--- config.mk ---
export PLATFORM = sky130hd
export DESIGN_NAME = sfp_status
export DESIGN_NICKNAME = d
export VERILOG_FILES = /design/src/core/sfp_pkg.sv /design/src/core/sfp_qualify.sv /design/src/core/sfp_status.sv
export VERILOG_INCLUDE_DIRS = /design/src /design/src/core
export SDC_FILE = /design/constraint.sdc
export NUM_CORES = 1
export LEC_CHECK = 0
export BUFFER_PORTS_ARGS = -buffer_cell sky130_fd_sc_hd__buf_2
export CAP_MARGIN = 10
export CORE_MARGIN = 2
export CORE_UTILIZATION = 40
export DETAILED_ROUTE_END_ITERATION = 12
export HOLD_SLACK_MARGIN = 0.15
export PLACE_DENSITY = 0.65
export SLEW_MARGIN = 20
export SYNTH_ARGS = -nofsm -noshare
export SYNTH_HDL_FRONTEND = slang
export SYNTH_SLANG_ARGS = --single-unit
--- constraint.sdc ---
create_clock -name mclk -period 4.15 [get_ports mclk]
set_input_delay 0 -clock mclk [delete_from_list [all_inputs] [get_ports mclk]]
set_output_delay 0 -clock mclk [all_outputs]
set_load 0.005 [all_outputs]
--- src/core/sfp_params.svh ---
// Functional notes
// - Almost-full flag sets at threshold; status-one read clears
// - Data read clears both FIFO flags when enabled
// - New-sample flag bit 5, cleared by read
// - Frequency-lock-lost bit 4, reasserts while unlocked
// - Frequency-locked bit 3, reasserts while locked
// - Phase-lock-lost bit 2 only after prior lock
// - Phase-locked bit 1, reasserts while locked
// - Undervoltage flag resets to one, resets registers
// - Soft reset spares flag; read or shutdown clears
// - Undervoltage flag always drives interrupt pin
// - Lead-on flag bit 7 of status two
// - Over-threshold flag after 128/125 ms persistence
// - Threshold flags clear on read, reassert per sample
// - Under-threshold flag after 128/125 ms persistence
// - Drive out-of-range flag after qualification time
// - Four DC lead-off flags after persistence time
// - Lead-off flags clear on read, reassert while true
// - Write index increments per push, wraps 0xff
// - Read index advances per read; writes need PLL
// - Almost-full when count equals 256 minus setting
// - Enabled flags drive the interrupt pin
`ifndef SFP_PARAMS_SVH
`define SFP_PARAMS_SVH

// Register addresses
`define SFP_ADDR_STATUS_ONE  8'h00
`define SFP_ADDR_STATUS_TWO  8'h01
`define SFP_ADDR_WR_INDEX    8'h08
`define SFP_ADDR_RD_INDEX    8'h09
`define SFP_ADDR_FIFO_DATA   8'h0c

// Status one bit positions
`define SFP_BIT_A_FULL       7
`define SFP_BIT_NEW_SAMPLE   5
`define SFP_BIT_FREQ_LOST    4
`define SFP_BIT_FREQ_LOCKED  3
`define SFP_BIT_PHASE_LOST   2
`define SFP_BIT_PHASE_LOCKED 1
`define SFP_BIT_UNDERVOLT    0

// Status two bit positions
`define SFP_BIT_LEAD_ON      7
`define SFP_BIT_OVER_HIGH    6
`define SFP_BIT_UNDER_LOW    5
`define SFP_BIT_DRIVE_OOR    4
`define SFP_BIT_POS_HIGH     3
`define SFP_BIT_POS_LOW      2
`define SFP_BIT_NEG_HIGH     1
`define SFP_BIT_NEG_LOW      0

// Reset values
`define SFP_RST_STATUS_ONE   8'h01
`define SFP_RST_STATUS_TWO   8'h00
`define SFP_RST_INDEX        8'h00

// Almost-full reference depth
`define SFP_FIFO_SLOTS       9'h100

// Persistence times in ms, base tick periods in ns
`define SFP_QUAL_MS_SEL0     128
`define SFP_QUAL_MS_SEL1     125
`define SFP_CLK_PERIOD_NS    8
// Qualification in mclk cycles (least time, rounded up)
`define SFP_QUAL_CYC_SEL0 \
   ((`SFP_QUAL_MS_SEL0 * 1000000 + `SFP_CLK_PERIOD_NS - 1) / `SFP_CLK_PERIOD_NS)
`define SFP_QUAL_CYC_SEL1 \
   ((`SFP_QUAL_MS_SEL1 * 1000000 + `SFP_CLK_PERIOD_NS - 1) / `SFP_CLK_PERIOD_NS)

`endif

--- src/core/sfp_pkg.sv ---
package sfp_pkg;

   // Raw analog and PLL indications
   typedef struct packed {
      logic       freq_locked;
      logic       phase_locked;
      logic       lead_on;
      logic       over_high;
      logic       under_low;
      logic       drive_oor;
      logic [3:0] lead_off;   // pos high, pos low, neg high, neg low
   } sfp_cond_t;

   // Host register access strobes
   typedef struct packed {
      logic       rd;
      logic       wr;
      logic [7:0] addr;
      logic [7:0] wdata;
   } sfp_acc_t;

   // Configuration fields from other register blocks
   typedef struct packed {
      logic [7:0] almost_full_setting;
      logic       data_read_clears_flags;
      logic       base_freq_select;
      logic       pll_enable;
      logic       shutdown_wr;
      logic [7:0] int_enable_one;
      logic [7:0] int_enable_two;
   } sfp_cfg_t;

   // Qualifier state
   typedef enum logic [1:0] {
      SFP_Q_IDLE  = 2'b00,
      SFP_Q_COUNT = 2'b01,
      SFP_Q_HELD  = 2'b11
   } sfp_qstate_t;

endpackage : sfp_pkg

--- src/core/sfp_qualify.sv ---
`timescale 1ns/1ps
`include "sfp_params.svh"

// Persistence qualifier: output true once input held past the time
module sfp_qualify #(
   parameter int CYC_SEL0 = `SFP_QUAL_CYC_SEL0,
   parameter int CYC_SEL1 = `SFP_QUAL_CYC_SEL1
) (
   // Clock and reset
   input  wire logic mclk,
   input  wire logic rst,
   // Condition
   input  wire logic sel,
   input  wire logic cond,
   output logic      qualified
);
   import sfp_pkg::*;

   typedef struct packed {
      sfp_qstate_t st;
      logic [31:0] cnt;
   } sfp_qual_state_t;

   sfp_qual_state_t s_q, s_d;
   logic [31:0]     limit;

   assign limit     = sel ? 32'(CYC_SEL1) : 32'(CYC_SEL0);
   assign qualified = (s_q.st == SFP_Q_HELD);

   // Count while condition holds; any drop restarts
   always_comb begin
      s_d = s_q;
      if (!cond) begin
         s_d.st  = SFP_Q_IDLE;
         s_d.cnt = 32'h0;
      end else begin
         unique case (s_q.st)
            SFP_Q_IDLE: begin
               s_d.st  = SFP_Q_COUNT;
               s_d.cnt = 32'h1;
            end
            SFP_Q_COUNT: begin
               // Strictly longer than the time, hence the compare past limit
               if (s_q.cnt >= limit) begin
                  s_d.st = SFP_Q_HELD;
               end else begin
                  s_d.cnt = s_q.cnt + 32'h1;
               end
            end
            SFP_Q_HELD: s_d = s_q;
            default: s_d.st = SFP_Q_IDLE;
         endcase
      end
   end

   always_ff @(posedge mclk) begin
      if (rst) begin
         s_q <= '{st: SFP_Q_IDLE, cnt: 32'h0};
      end else begin
         s_q <= s_d;
      end
   end

endmodule : sfp_qualify

--- src/core/sfp_status.sv ---
`timescale 1ns/1ps
`include "sfp_params.svh"

// Status flags, FIFO indices and interrupt pin
module sfp_status #(
   parameter int QUAL_CYC_SEL0 = `SFP_QUAL_CYC_SEL0,
   parameter int QUAL_CYC_SEL1 = `SFP_QUAL_CYC_SEL1
) (
   // Clock and resets
   input  wire logic             mclk,
   input  wire logic             rst,
   input  wire logic             undervolt,
   input  wire logic             soft_reset,
   // Register access
   input  wire sfp_pkg::sfp_acc_t acc,
   output logic [7:0]            rdata,
   // Configuration
   input  wire sfp_pkg::sfp_cfg_t cfg,
   // Events and conditions
   input  wire logic             sample_push,
   input  wire logic             sample_pop,
   input  wire logic             sample_sample_end,
   input  wire sfp_pkg::sfp_cond_t cond,
   // Interrupt pin
   output logic                  int_pin
);
   import sfp_pkg::*;

   typedef struct packed {
      logic [7:0] status_one;
      logic [7:0] status_two;
      logic [7:0] wr_index;
      logic [7:0] rd_index;
      logic [8:0] count;
      logic       phase_seen;
      logic       freq_seen;
      logic [1:0] thr_wait;   // Over, under: cleared, held until sample end
      logic [7:0] rdata;
   } sfp_state_t;

   sfp_state_t s_q, s_d;

   // Qualified analog conditions: over, under, drive, four lead-off
   logic [6:0] raw_cond;
   logic [6:0] qual;
   assign raw_cond = {cond.over_high, cond.under_low, cond.drive_oor, cond.lead_off};

   ////////////////////////////////////////////////////////////////////////
   // Persistence qualifiers, one per monitored condition
   genvar gi;
   generate
      for (gi = 0; gi < 7; gi++) begin : g_qual
         sfp_qualify #(
            .CYC_SEL0 (QUAL_CYC_SEL0),
            .CYC_SEL1 (QUAL_CYC_SEL1)
         ) u_qual (
            .mclk      (mclk),
            .rst       (rst | undervolt),
            .sel       (cfg.base_freq_select),
            .cond      (raw_cond[gi]),
            .qualified (qual[gi])
         );
      end
   endgenerate

   ////////////////////////////////////////////////////////////////////////
   // Decoded accesses
   logic rd_one, rd_two, rd_data, wr_rd_index;
   logic almost_full, data_clr;
   logic [7:0] set_one, set_two;
   logic [8:0] thresh;
   logic [1:0] thr_hold;

   assign rd_one      = acc.rd && (acc.addr == `SFP_ADDR_STATUS_ONE);
   assign rd_two      = acc.rd && (acc.addr == `SFP_ADDR_STATUS_TWO);
   assign rd_data     = acc.rd && (acc.addr == `SFP_ADDR_FIFO_DATA);
   assign wr_rd_index = acc.wr && (acc.addr == `SFP_ADDR_RD_INDEX) && cfg.pll_enable;
   assign data_clr    = rd_data && cfg.data_read_clears_flags;
   assign thresh      = `SFP_FIFO_SLOTS - {1'b0, cfg.almost_full_setting};
   assign almost_full = (s_q.count == thresh);
   // A read that clears a set threshold flag holds it back until the next sample end
   assign thr_hold    = s_q.thr_wait | ({2{rd_two}} & s_q.status_two[6:5]);

   // Flag set terms, status one
   always_comb begin
      set_one = 8'h00;
      set_one[`SFP_BIT_A_FULL]       = almost_full;
      set_one[`SFP_BIT_NEW_SAMPLE]   = sample_push;
      set_one[`SFP_BIT_FREQ_LOST]    = !cond.freq_locked && s_q.freq_seen;
      set_one[`SFP_BIT_FREQ_LOCKED]  = cond.freq_locked;
      set_one[`SFP_BIT_PHASE_LOST]   = !cond.phase_locked && s_q.phase_seen;
      set_one[`SFP_BIT_PHASE_LOCKED] = cond.phase_locked;
   end

   // Flag set terms, status two; threshold flags refresh on sample end
   always_comb begin
      set_two = 8'h00;
      set_two[`SFP_BIT_LEAD_ON]   = cond.lead_on;
      set_two[`SFP_BIT_OVER_HIGH] = qual[6] && (sample_sample_end || !thr_hold[1]);
      set_two[`SFP_BIT_UNDER_LOW] = qual[5] && (sample_sample_end || !thr_hold[0]);
      set_two[`SFP_BIT_DRIVE_OOR] = qual[4];
      set_two[3:0]                = qual[3:0];
   end

   ////////////////////////////////////////////////////////////////////////
   // Next state
   always_comb begin
      s_d = s_q;
      // Lock history, so a lost flag only follows an earlier lock
      if (cond.freq_locked) begin
         s_d.freq_seen = 1'b1;
      end
      if (cond.phase_locked) begin
         s_d.phase_seen = 1'b1;
      end
      // Waiting ends at a sample end or once the condition drops
      s_d.thr_wait = sample_sample_end ? 2'b00 : (thr_hold & qual[6:5]);
      // Clears first, then sets so an event in the clearing cycle survives
      if (rd_one) begin
         s_d.status_one = 8'h00;
      end
      if (data_clr) begin
         s_d.status_one[`SFP_BIT_A_FULL]     = 1'b0;
         s_d.status_one[`SFP_BIT_NEW_SAMPLE] = 1'b0;
      end
      if (cfg.shutdown_wr) begin
         s_d.status_one[`SFP_BIT_UNDERVOLT] = 1'b0;
      end
      if (rd_two) begin
         s_d.status_two = 8'h00;
      end
      s_d.status_one = s_d.status_one | set_one;
      s_d.status_two = s_d.status_two | set_two;
      // Write index advances per push and wraps naturally
      if (sample_push) begin
         s_d.wr_index = s_q.wr_index + 8'h01;
      end
      // Host write wins over a concurrent pop
      if (wr_rd_index) begin
         s_d.rd_index = acc.wdata;
      end else if (sample_pop) begin
         s_d.rd_index = s_q.rd_index + 8'h01;
      end
      unique case ({sample_push, sample_pop && s_q.count != 9'h000})
         2'b10:   s_d.count = s_q.count + 9'h001;
         2'b01:   s_d.count = s_q.count - 9'h001;
         default: s_d.count = s_q.count;
      endcase
      // Read data registered one cycle after the strobe
      unique case (acc.addr)
         `SFP_ADDR_STATUS_ONE: s_d.rdata = s_q.status_one;
         `SFP_ADDR_STATUS_TWO: s_d.rdata = s_q.status_two;
         `SFP_ADDR_WR_INDEX:   s_d.rdata = s_q.wr_index;
         `SFP_ADDR_RD_INDEX:   s_d.rdata = s_q.rd_index;
         default:              s_d.rdata = 8'h00;
      endcase
   end

   ////////////////////////////////////////////////////////////////////////
   // Registers; undervoltage acts like power-on reset but leaves the flag set
   always_ff @(posedge mclk) begin
      if (rst || undervolt) begin
         s_q <= '{status_one: `SFP_RST_STATUS_ONE,
                  status_two: `SFP_RST_STATUS_TWO,
                  wr_index:   `SFP_RST_INDEX,
                  rd_index:   `SFP_RST_INDEX,
                  count:      9'h000,
                  phase_seen: 1'b0,
                  freq_seen:  1'b0,
                  thr_wait:   2'b00,
                  rdata:      8'h00};
      end else if (soft_reset) begin
         // Soft reset clears state but never raises the undervoltage flag
         s_q            <= '0;
         s_q.status_one <= {7'h00, s_q.status_one[`SFP_BIT_UNDERVOLT]};
      end else begin
         s_q <= s_d;
      end
   end

   assign rdata = s_q.rdata;

   // Interrupt: undervoltage unmaskable, others gated by enables
   assign int_pin = s_q.status_one[`SFP_BIT_UNDERVOLT]
                  | (|(s_q.status_one & cfg.int_enable_one))
                  | (|(s_q.status_two & cfg.int_enable_two));

endmodule : sfp_status

* Word-level counts from Yosys, hierarchy flattened *
Cells that the tools add are included.

storage, ports and cells
  flip-flop bits (word level) = 291
  output and inout port bits = 9
  word-level logic and storage cells = 201

cells by class
  $add $sub $neg = 12
  magnitude comparators = 7
  eq/ne operators = 35
  multiplexer cells = 38
  bitwise gates (word level) = 24
  reductions and logical operators = 61

operators with widths
  operator                                              count
  case mux 32 bit (2 select lines)                      7
  adder 32 x 1 -> 32 bit (second input constant)        7
  >= comparator 32 bit                                  7
  2-to-1 mux 32 bit                                     7
  case mux 2 bit (3 select lines)                       7
  2-to-1 mux 8 bit                                      4
  case mux 8 bit (4 select lines)                       1
  AND reduction 2 bit                                   14
  equality test 8 x 4 -> 1 bit (second input constant)  3
  2-to-1 mux 21 bit                                     1
  case mux 9 bit (2 select lines)                       1
  nonzero test 2 bit                                    9
  adder 8 x 1 -> 8 bit (second input constant)          2
  bitwise AND 8 bit                                     2
  equality test 2 x 1 -> 1 bit (second input constant)  8
  equality test 2 bit (second input constant)           8
  OR 8 bit                                              2
  OR reduction 2 bit                                    8
  OR reduction 8 bit                                    2
  logical NOT 2 bit                                     7
  2-to-1 mux 2 bit                                      7
  != test 2 x 1 -> 1 bit (second input constant)        7
  != test 2 bit (second input constant)                 7
  NOT 1 bit                                             14
  other kinds (15)                                      35

* Depth between registers and ports, before layout *
Gate-level depths: netlist of run 1.

  depth after elaboration = 8
  mapped depth = 12
  depth with buffers taken out = 11

* Hierarchy *
A second synthesis of run 1 with hierarchy kept.

second synthesis, totals
  cells, all modules = 1911
  area, all modules = 16599.7 µm²

modules (own cells, without submodules)
  module       instances  cells an instance  area each (µm²)  sequential area each (µm²)
  sfp_qualify  7          226                1955.6           680.7
  sfp_status   1          329                2910.3           1041.0

* Worst setup path after synthesis of run 1 *
No wires, ideal clock.

  path type = input -> register
  start = input port cfg[18] (netlist bit)
  end = register g_qual[0].u_qual.s_q[20] (netlist bit)
  setup time = 0.116 ns
  data arrival time = 3.096 ns
  required time = 4.034 ns
  path slack = 0.938 ns
  cell stages on the path = 10
  path buffers = 1
  path through = inv_1 -> ha_1 -> a211o_1 -> a311oi_1 -> o311ai_0 -> a211o_1 -> clkbuf_1 -> a21oi_1 -> a21oi_1 -> a31o_2

between the ends
  word-level cells in the longest chain between the ends = 4

RTL lines
  element                        line               RTL
  start, declared                sfp_status.sv:18   input wire sfp_pkg::sfp_cfg_t cfg,
  2-to-1 mux 21 bit              sfp_qualify.sv:27  assign limit = sel ? 32'(CYC_SEL1) : 32'(CYC_SEL0);
  >= comparator 32 bit           sfp_qualify.sv:44  if (s_q.cnt >= limit) begin
  != test 2 bit (no line)        -
  AND reduction 2 bit (no line)  -
  end signal, assigned           sfp_qualify.sv:58  s_q <= '{st: SFP_Q_IDLE, cnt: 32'h0};
  end, declared                  sfp_qualify.sv:24  sfp_qual_state_t s_q, s_d;

No other way between the ends.
A chain may end at the register's enable or synchronous reset.

* Worst setup path in the final report of run 1 *
  start = register g_qual[0].u_qual.s_q[5] (netlist bit)
  end = register g_qual[0].u_qual.s_q[10] (netlist bit)

between the ends
  word-level cells in the longest chain between the ends = 3
  elaborated cells between the ends (all ways) = 6

RTL lines
  element                                                                  line
  adder 32 x 1 -> 32 bit or >= comparator 32 bit (tied branches)           sfp_qualify.sv:47, sfp_qualify.sv:44
  2-to-1 mux 32 bit or != test 2 bit (tied branches)                       -
  case mux 32 bit (2 select lines) or AND reduction 2 bit (tied branches)  -

Several ways; a longest one is shown, not always the timed one. The select of a mux whose other input is x is not followed.

==> results of run 1 <==
==> kinds of logic (layout without fill, tap and decap cells) <==
family / Yosys count / after routing
AO/OA/AOI/OAI: 424 / 424
XOR/XNOR: 75 / 75
adder cells (fa/ha/maj): 96 / 96
buffers and inverters: 139 / 252
flip-flops: 290 / 290
multiplexers: 25 / 25
AND/OR/NAND/NOR: 823 / 823
==> synth_stat cells (all sizes together), types with 8 or more instances <==
cell type	number
buf	14
nand2b	13
or3	33
nand4	57
o31ai	9
o21ai	71
nor4	30
nor2	209
nor3	42
nand3	103
a22oi	13
a311oi	17
nand2	133
ha	95
dfxtp	290
a31oi	30
o211ai	23
o21a	12
nand4b	8
a41oi	13
nor2b	11
xnor2	26
and2	34
mux2i	16
xor2	49
or4	22
nor3b	10
and3	84
a21o	9
clkbuf	57
and4	12
a211oi	48
a21oi	127
inv	65
==> final cells by class <==
cell class              count  area share
multi-input cells        1443       0.515
flip-flops and latches    290       0.322
clock buffers              42      0.0517
repair buffers            127      0.0493
well taps                 518      0.0360
inverters                  66      0.0137
clock inverters            17      0.0126
==> placed cells by master, fill, tap and decap left out, types with 16 or more instances in the layout <==
cell type	netlist	final
and3_1	82	82
a211oi_1	47	47
or3_1	32	32
inv_1	65	64
xnor2_1	26	26
buf_2	4	69
a31oi_1	30	30
or4_1	22	22
nand2_1	133	133
dfxtp_1	290	290
o21ai_0	70	70
nand4_1	57	57
nor2_1	208	207
mux2i_1	16	16
a311oi_1	17	17
clkbuf_16	0	35
ha_1	95	95
dlygate4sd3_1	0	43
o211ai_1	23	23
and2_1	31	31
nand3_1	101	101
xor2_1	49	49
a21oi_1	127	127
nor4_1	29	29
nor3_1	42	41
==> stage by stage <==
step           hold slack, ns  total power, W  utilization  std cells  setup slack, ns
3_3_place_gp            0.208         0.00313        0.425       2401            0.905
6_report                0.227         0.00623        0.466       2503             1.07
4_1_cts                 0.206         0.00629        0.466       2503             1.07
3_5_place_dp            0.213         0.00314        0.425       2401            0.849
2_1_floorplan          0.0780         0.00303            -       1872            0.938
5_1_grt                 0.239         0.00644        0.466       2503            0.751
==> timing repair <==
action                                  CTS  global route
hold endpoints to repair                 93             0
endpoints found under the setup margin    0             0
gates resized for setup                   0             0
hold buffers                             43             0
==> sequential cells by signal, summed over array words and instances, names as in the netlist <==
signal             cells
g_qual.u_qual.s_q    238
rdata                  8
s_q                   44
==> layer usage <==
layer / vias to the layer above / routed length (um) / GRT usage
met5: - / 0 / 0
met2: 376 / 18300 / 0.318
li1: 7154 / - / -
met3: 57 / 2000 / 0.0260
met1: 6836 / 18200 / 0.252
met4: 0 / 690 / 0.0473
==> worst reg2reg max path, stage by stage, from the launching register on <==
cell,delay (ns)
dfxtp_1,0.42
ha_1,0.29
and4b_1,0.22
a211oi_1,0.31
o311ai_0,0.25
a211o_1,0.47
a21oi_1,0.61
a21oi_1,0.15
a31o_2,0.24
==> power breakdown <==
| part | total, W | leakage [nW] | internal (W) | switching (W) |
|---|---|---|---|---|
| combinational | 0.000297 | 3.78 | 0.000114 | 0.000183 |
| clock | 0.00313 | 0.573 | 0.00191 | 0.00121 |
| sequential | 0.00281 | 2.34 | 0.00279 | 0.0000136 |
| total | 0.00623 | 6.69 | 0.00482 | 0.00141 |
==> how the worst max path moves through the flow <==
stage                                 start                       end  slack [ns]  depth (start not counted)
global placement                    cfg[18]   g_qual[2].u_qual.s_q[4]        0.91                         11
floorplan                           cfg[18]  g_qual[0].u_qual.s_q[20]        0.94                         10
finish              g_qual[0].u_qual.s_q[5]  g_qual[0].u_qual.s_q[10]        1.07                          8
CTS                 g_qual[0].u_qual.s_q[5]  g_qual[0].u_qual.s_q[10]        1.07                          8
detailed placement                  cfg[18]   g_qual[2].u_qual.s_q[4]        0.85                         11
global route        g_qual[6].u_qual.s_q[3]  g_qual[6].u_qual.s_q[23]        0.75                          9
==> results_dict.tcl, run 1 <==
set metrics [dict create \
    status "completed" \
    clockBufferDepth 3 \
    worst_r2r_endpoint "g_qual[0].u_qual.s_q[10]" \
    clkTransAtPathRegs_ns 0.06 \
    synth_area_leaders "dfxtp_1 37%, ha_1 7.6%, nor2_1 5.0%" \
    synthSimpleGateAreaFrac 0.273 \
    first_pass_iters 5 \
    die_w_um 202 \
    crit_arrival_ns 3.49 \
    placed_cell_area_um2 16400 \
    synth-seq-area-share 0.370 \
    synth-compound-area-share 0.178 \
    fin_crit_ns 3.08 \
    rrSetupSlack_ns 1.07 \
    cap_violations 0 \
    max_freq_mhz 325 \
    crit_family "compound AO/OA/AOI/OAI gates" \
    worstSetupPathType "reg2reg" \
    drtIter0Drc 811 \
    diodes 0 \
    synth_area_leader_cell "dfxtp_1" \
    synth_top_family_by_area "simple AND/OR/NAND/NOR gates" \
    drtAntennaViolNets 0 \
    whs_path_depth 3 \
    dp_hpwl_mm 26.6 \
    overflow 0 \
    drc 0 \
    seq_area_um2 5810 \
    cp-start-kind "flip-flop" \
    cts_made_buffers 34 \
    synth-warning-count 0 \
    via_per_inst 5.76 \
    ios 72 \
    async_reset_ff_frac 0 \
    yosys_register_bits 290 \
    rsz0062_at_grt "false" \
    required_ns 4.56 \
    multi_input_area_um2 9280 \
    synth_ff_type "dfxtp_1" \
    fin_setup_tns_ns 0 \
    cts_tree "done" \
    grt_first_pass_wirelength_mm 65.2 \
    rows 72 \
    critPathBufInv 0 \
    dieArea_um2 40800 \
    maxSlewHeadroom 0.399 \
    routedWlPerCell_um 15.7 \
    core_um2 38600 \
    nets 2121 \
    synth_cells 1872 \
    syn_to_final_growth_pct 15.0 \
    nFillCells 3743 \
    critPathCaptureType "flip-flop" \
    worst_path_most_repeated_cell "a21oi_1" \
    root_buffer "clkbuf_16" \
    r2r_start "g_qual[0].u_qual.s_q[5]" \
    drive_gt1_frac 0.0892 \
    leakage_nw 6.69 \
    slowest_delay_ns 0.61 \
    min_period_over_period 0.742 \
    start_util 0.406 \
    synthMuxAreaShare 0.0217 \
    routed_wirelength_mm 39.2 \
    synth_xor_area_frac 0.0419 \
    peakVddDrop_mv 0.261 \
    syn_area_per_cell_um2 8.37 \
    place_congestion 0.880 \
    die-height_um 202 \
    grt_start_max_net_pins 44 \
    htreeDepth 2 \
    yosysUniqueCellTypes 80 \
    post_cts_buffers 0 \
    fin_skew_ns 0.0209 \
    min_to "g_qual[1].u_qual.s_q[20]" \
    crit_chain "ha_1 -> and4b_1 -> a211oi_1 -> o311ai_0 -> a211o_1 -> a21oi_1 -> a21oi_1 -> a31o_2" \
    num_vias 14423 \
    max_slew.worst_pin.slew_ns 0.896 \
    clock_sinks 290 \
    final_area_um2 18000 \
    hold_path_class "in2reg" \
    clk_latency_ns 0.52 \
    antenna_found_initial 0 \
    worstHoldStart "cond[1]" \
    grt_use_total 0.188 \
    setup_viol 0 \
    grt_pass1_vias 13355 \
    reg2reg_depth 8 \
    io_buffers 69 \
    hold_viol 0 \
    final_max_slew_viol_count 0 \
    syn-num-nets 2031 \
    cp_max_fo 15 \
    synth-adder-area-share 0.0771 \
    synth_top_area_frac 0.370 \
    synth-edff-count 0 \
    power_density_nw_per_um2 346 \
    synth_area_um2 15700 \
    slowest_stage "a21oi_1" \
]
(Power assumes the default switching activity.)
==> inputs of run 2 (changes only) <==
Settings changed: ABC_AREA set to 1, PLACE_DENSITY 0.65 to 0.67.
Clock period 4.15 ns to 2.5 ns, I/O delays scaled along.
==> results_dict.tcl, run 2 <==
set metrics [dict create \
    drtAntennaViolNets 0 \
    grt_pass1_vias 17687 \
    grt_first_pass_wirelength_mm 83.7 \
    ios 72 \
    min_period_over_period 0.959 \
    nFillCells 4917 \
    yosysMostFrequentCell "nand2_1" \
    synth-edff-count 0 \
    cts_made_buffers 35 \
    synth_area_um2 19300 \
    htreeDepth 2 \
    drtIter0Drc 1245 \
    synth_cells 3031 \
    root_buffer "clkbuf_16" \
    dp_hpwl_mm 33.9 \
    drc 0 \
    worst_r2r_endpoint "s_q[19]" \
    max_slew.worst_pin.slew_ns 0.766 \
    diodes 0 \
    final_max_slew_viol_count 0 \
    via_per_inst 5.04 \
    fin_total_pwr_w 0.0106 \
    hold_path_class "in2reg" \
    grt_start_max_net_pins 38 \
    overflow 0 \
    syn-num-nets 3190 \
    final_cell_mix "810 x nand2_1, 503 x nor2_1, 323 x nand3_1, 290 x dfxtp_1, 247 x inv_1" \
    die_w_um 224 \
    reg2reg_depth 11 \
    syn_to_final_growth_pct 13.6 \
    leakage_nw 8.07 \
    clkTransAtPathRegs_ns 0.06 \
    required_ns 2.94 \
    die-height_um 224 \
    first_pass_iters 5 \
    synth_area_leader_cell "dfxtp_1" \
    setup_viol 0 \
    maxSlewHeadroom 0.489 \
    synth_area_leaders "dfxtp_1 30%, nand2_1 16%, nor2_1 9.8%" \
    rsz0062_at_grt "true" \
    rows 80 \
    crit_arrival_ns 2.84 \
    clock_sinks 290 \
    antenna_found_initial 0 \
    power_frac_seq 0.439 \
    fin_hold_ws_ns 0.209 \
    r2r_start "s_q[16]" \
    final_common_cell "nand2_1" \
    clk_latency_ns 0.55 \
    power_density_nw_per_um2 485 \
    endpoint "s_q[22]" \
    comb_power_share 0.067 \
    rrSetupSlack_ns 0.26 \
    yosysUniqueCellTypes 48 \
    grt_use_total 0.195 \
    yosys_register_bits 290 \
    cellInternalPower_w 0.00813 \
    critPathCaptureType "flip-flop" \
    place_congestion 0.896 \
    async_reset_ff_frac 0 \
    dieArea_um2 50100 \
    fin_crit_ns 2.40 \
    critPathLaunch "acc[9]" \
    status "completed" \
    largest_reg_flops 238 \
    routedWlPerCell_um 13.0 \
    hold_viol 0 \
    worstSetupPathType "in2reg" \
    synth_ff_type "dfxtp_1" \
    p_sw_frac 0.237 \
    synth-seq-area-share 0.300 \
    power.net_switching_w 0.00252 \
    clockBufferDepth 3 \
    drive_gt1_frac 0.0836 \
    num_vias 18959 \
    fin_skew_ns 0.0147 \
    syn_area_per_cell_um2 6.38 \
    io_buffers 69 \
    peakVddDrop_mv 0.362 \
    nets 3279 \
    core_um2 47700 \
    cp-start-kind "input pin" \
    cap_violations 0 \
    synth_top_area_frac 0.300 \
    routed_wirelength_mm 49.0 \
    synthTopCellsByCount "811 x nand2_1, 503 x nor2_1, 323 x nand3_1" \
    cp_max_fo 3 \
    max_freq_mhz 417 \
    synth-warning-count 0 \
    cts_tree "done" \
    start_util 0.405 \
    largest-register "g_qual.u_qual.s_q" \
    pwr-share-clk 0.494 \
]
-- run 2: changes by cell type after synthesis, sizes merged, moves of 44 or more --
cell,previous run,this run
a211oi,48,4
a21oi,127,232
and3,84,8
buf,14,64
inv,65,255
nand2,133,829
nand3,103,326
nor2,209,517
-- run 2: repair_timing --
action / CTS / global route
buffers inserted: 0 / 6
hold endpoints to repair: 183 / 0
resized for setup: 0 / 7
setup endpoints to repair: 0 / 15
hold buffers: 61 / 0
-- run 2: worst min-delay path by stage --
stage / startpoint / endpoint / depth (start not counted)
after floorplan: cond[7] / s_q[44] / 2
after global placement: cond[7] / s_q[44] / 3
after detailed placement: cond[7] / s_q[44] / 3
after CTS: rst / g_qual[5].u_qual.s_q[21] / 5
after global routing: rst / g_qual[5].u_qual.s_q[21] / 5
final: rst / g_qual[5].u_qual.s_q[21] / 5
-- run 2: cell type report --
| class | instances | area (um^2) | area share |
|---|---|---|---|
| clock buffers | 50 | 1010 | 0.0461 |
| clock inverters | 12 | 178 | 0.00809 |
| inverters | 258 | 972 | 0.0443 |
| multi-input cells | 2363 | 11900 | 0.542 |
| flip-flops and latches | 290 | 5810 | 0.264 |
| well taps | 615 | 769 | 0.0350 |
| repair buffers | 172 | 1320 | 0.0602 |
-- run 2: power groups by stage --
stage                     clock, W  combinational [W]  sequential, W
final                      0.00527           0.000712        0.00467
after global routing       0.00558           0.000801        0.00467
after CTS                  0.00542           0.000707        0.00467
after detailed placement         0           0.000649        0.00477
after global placement           0           0.000647        0.00477
after floorplan                  0           0.000458        0.00476
-- run 2: critical path, stage by stage --
cell and delay, ns:
dlygate4sd3_1 0.54, buf_2 0.14, inv_1 0.06, nand2_1 0.08, nor3_2 0.22, buf_4 0.15
nand3_1 0.09, dlygate4sd3_1 0.58, nand2_1 0.11, inv_1 0.08, nand2_1 0.06, nand3_1 0.06
dlygate4sd3_1 0.56, nand2_1 0.06, inv_1 0.03
-- run 2: through the flow --
stage,utilization,setup TNS [ns],setup WS (ns),std cells,cell area (um^2)
final,0.460,0,0.103,3760,22000
after global routing,0.460,-0.0576,-0.0576,3760,22000
after detailed placement,0.420,0,0.0983,3631,20100
after floorplan,-,0,0.200,3031,19300
after global placement,0.420,0,0.105,3631,20100
after CTS,0.458,0,0.0439,3754,21900
-- run 2: kinds of logic after synthesis --
group	share of synthesized area
DFF	0.300
buffers and inverters	0.0852
xor gates and xnor gates	0.0326
AOI/OAI and AO/OA	0.0988
adders and majority gates	0.0625
and+or+nand+nor	0.420
-- run 2: metal layers --
layer | track usage | vias up | share of wire
li1 | - | 9998 | -
met1 | 0.257 | 8511 | 0.48
met2 | 0.333 | 377 | 0.45
met3 | 0.0265 | 73 | 0.043
met4 | 0.0581 | 0 | 0.024
met5 | 0 | - | 0
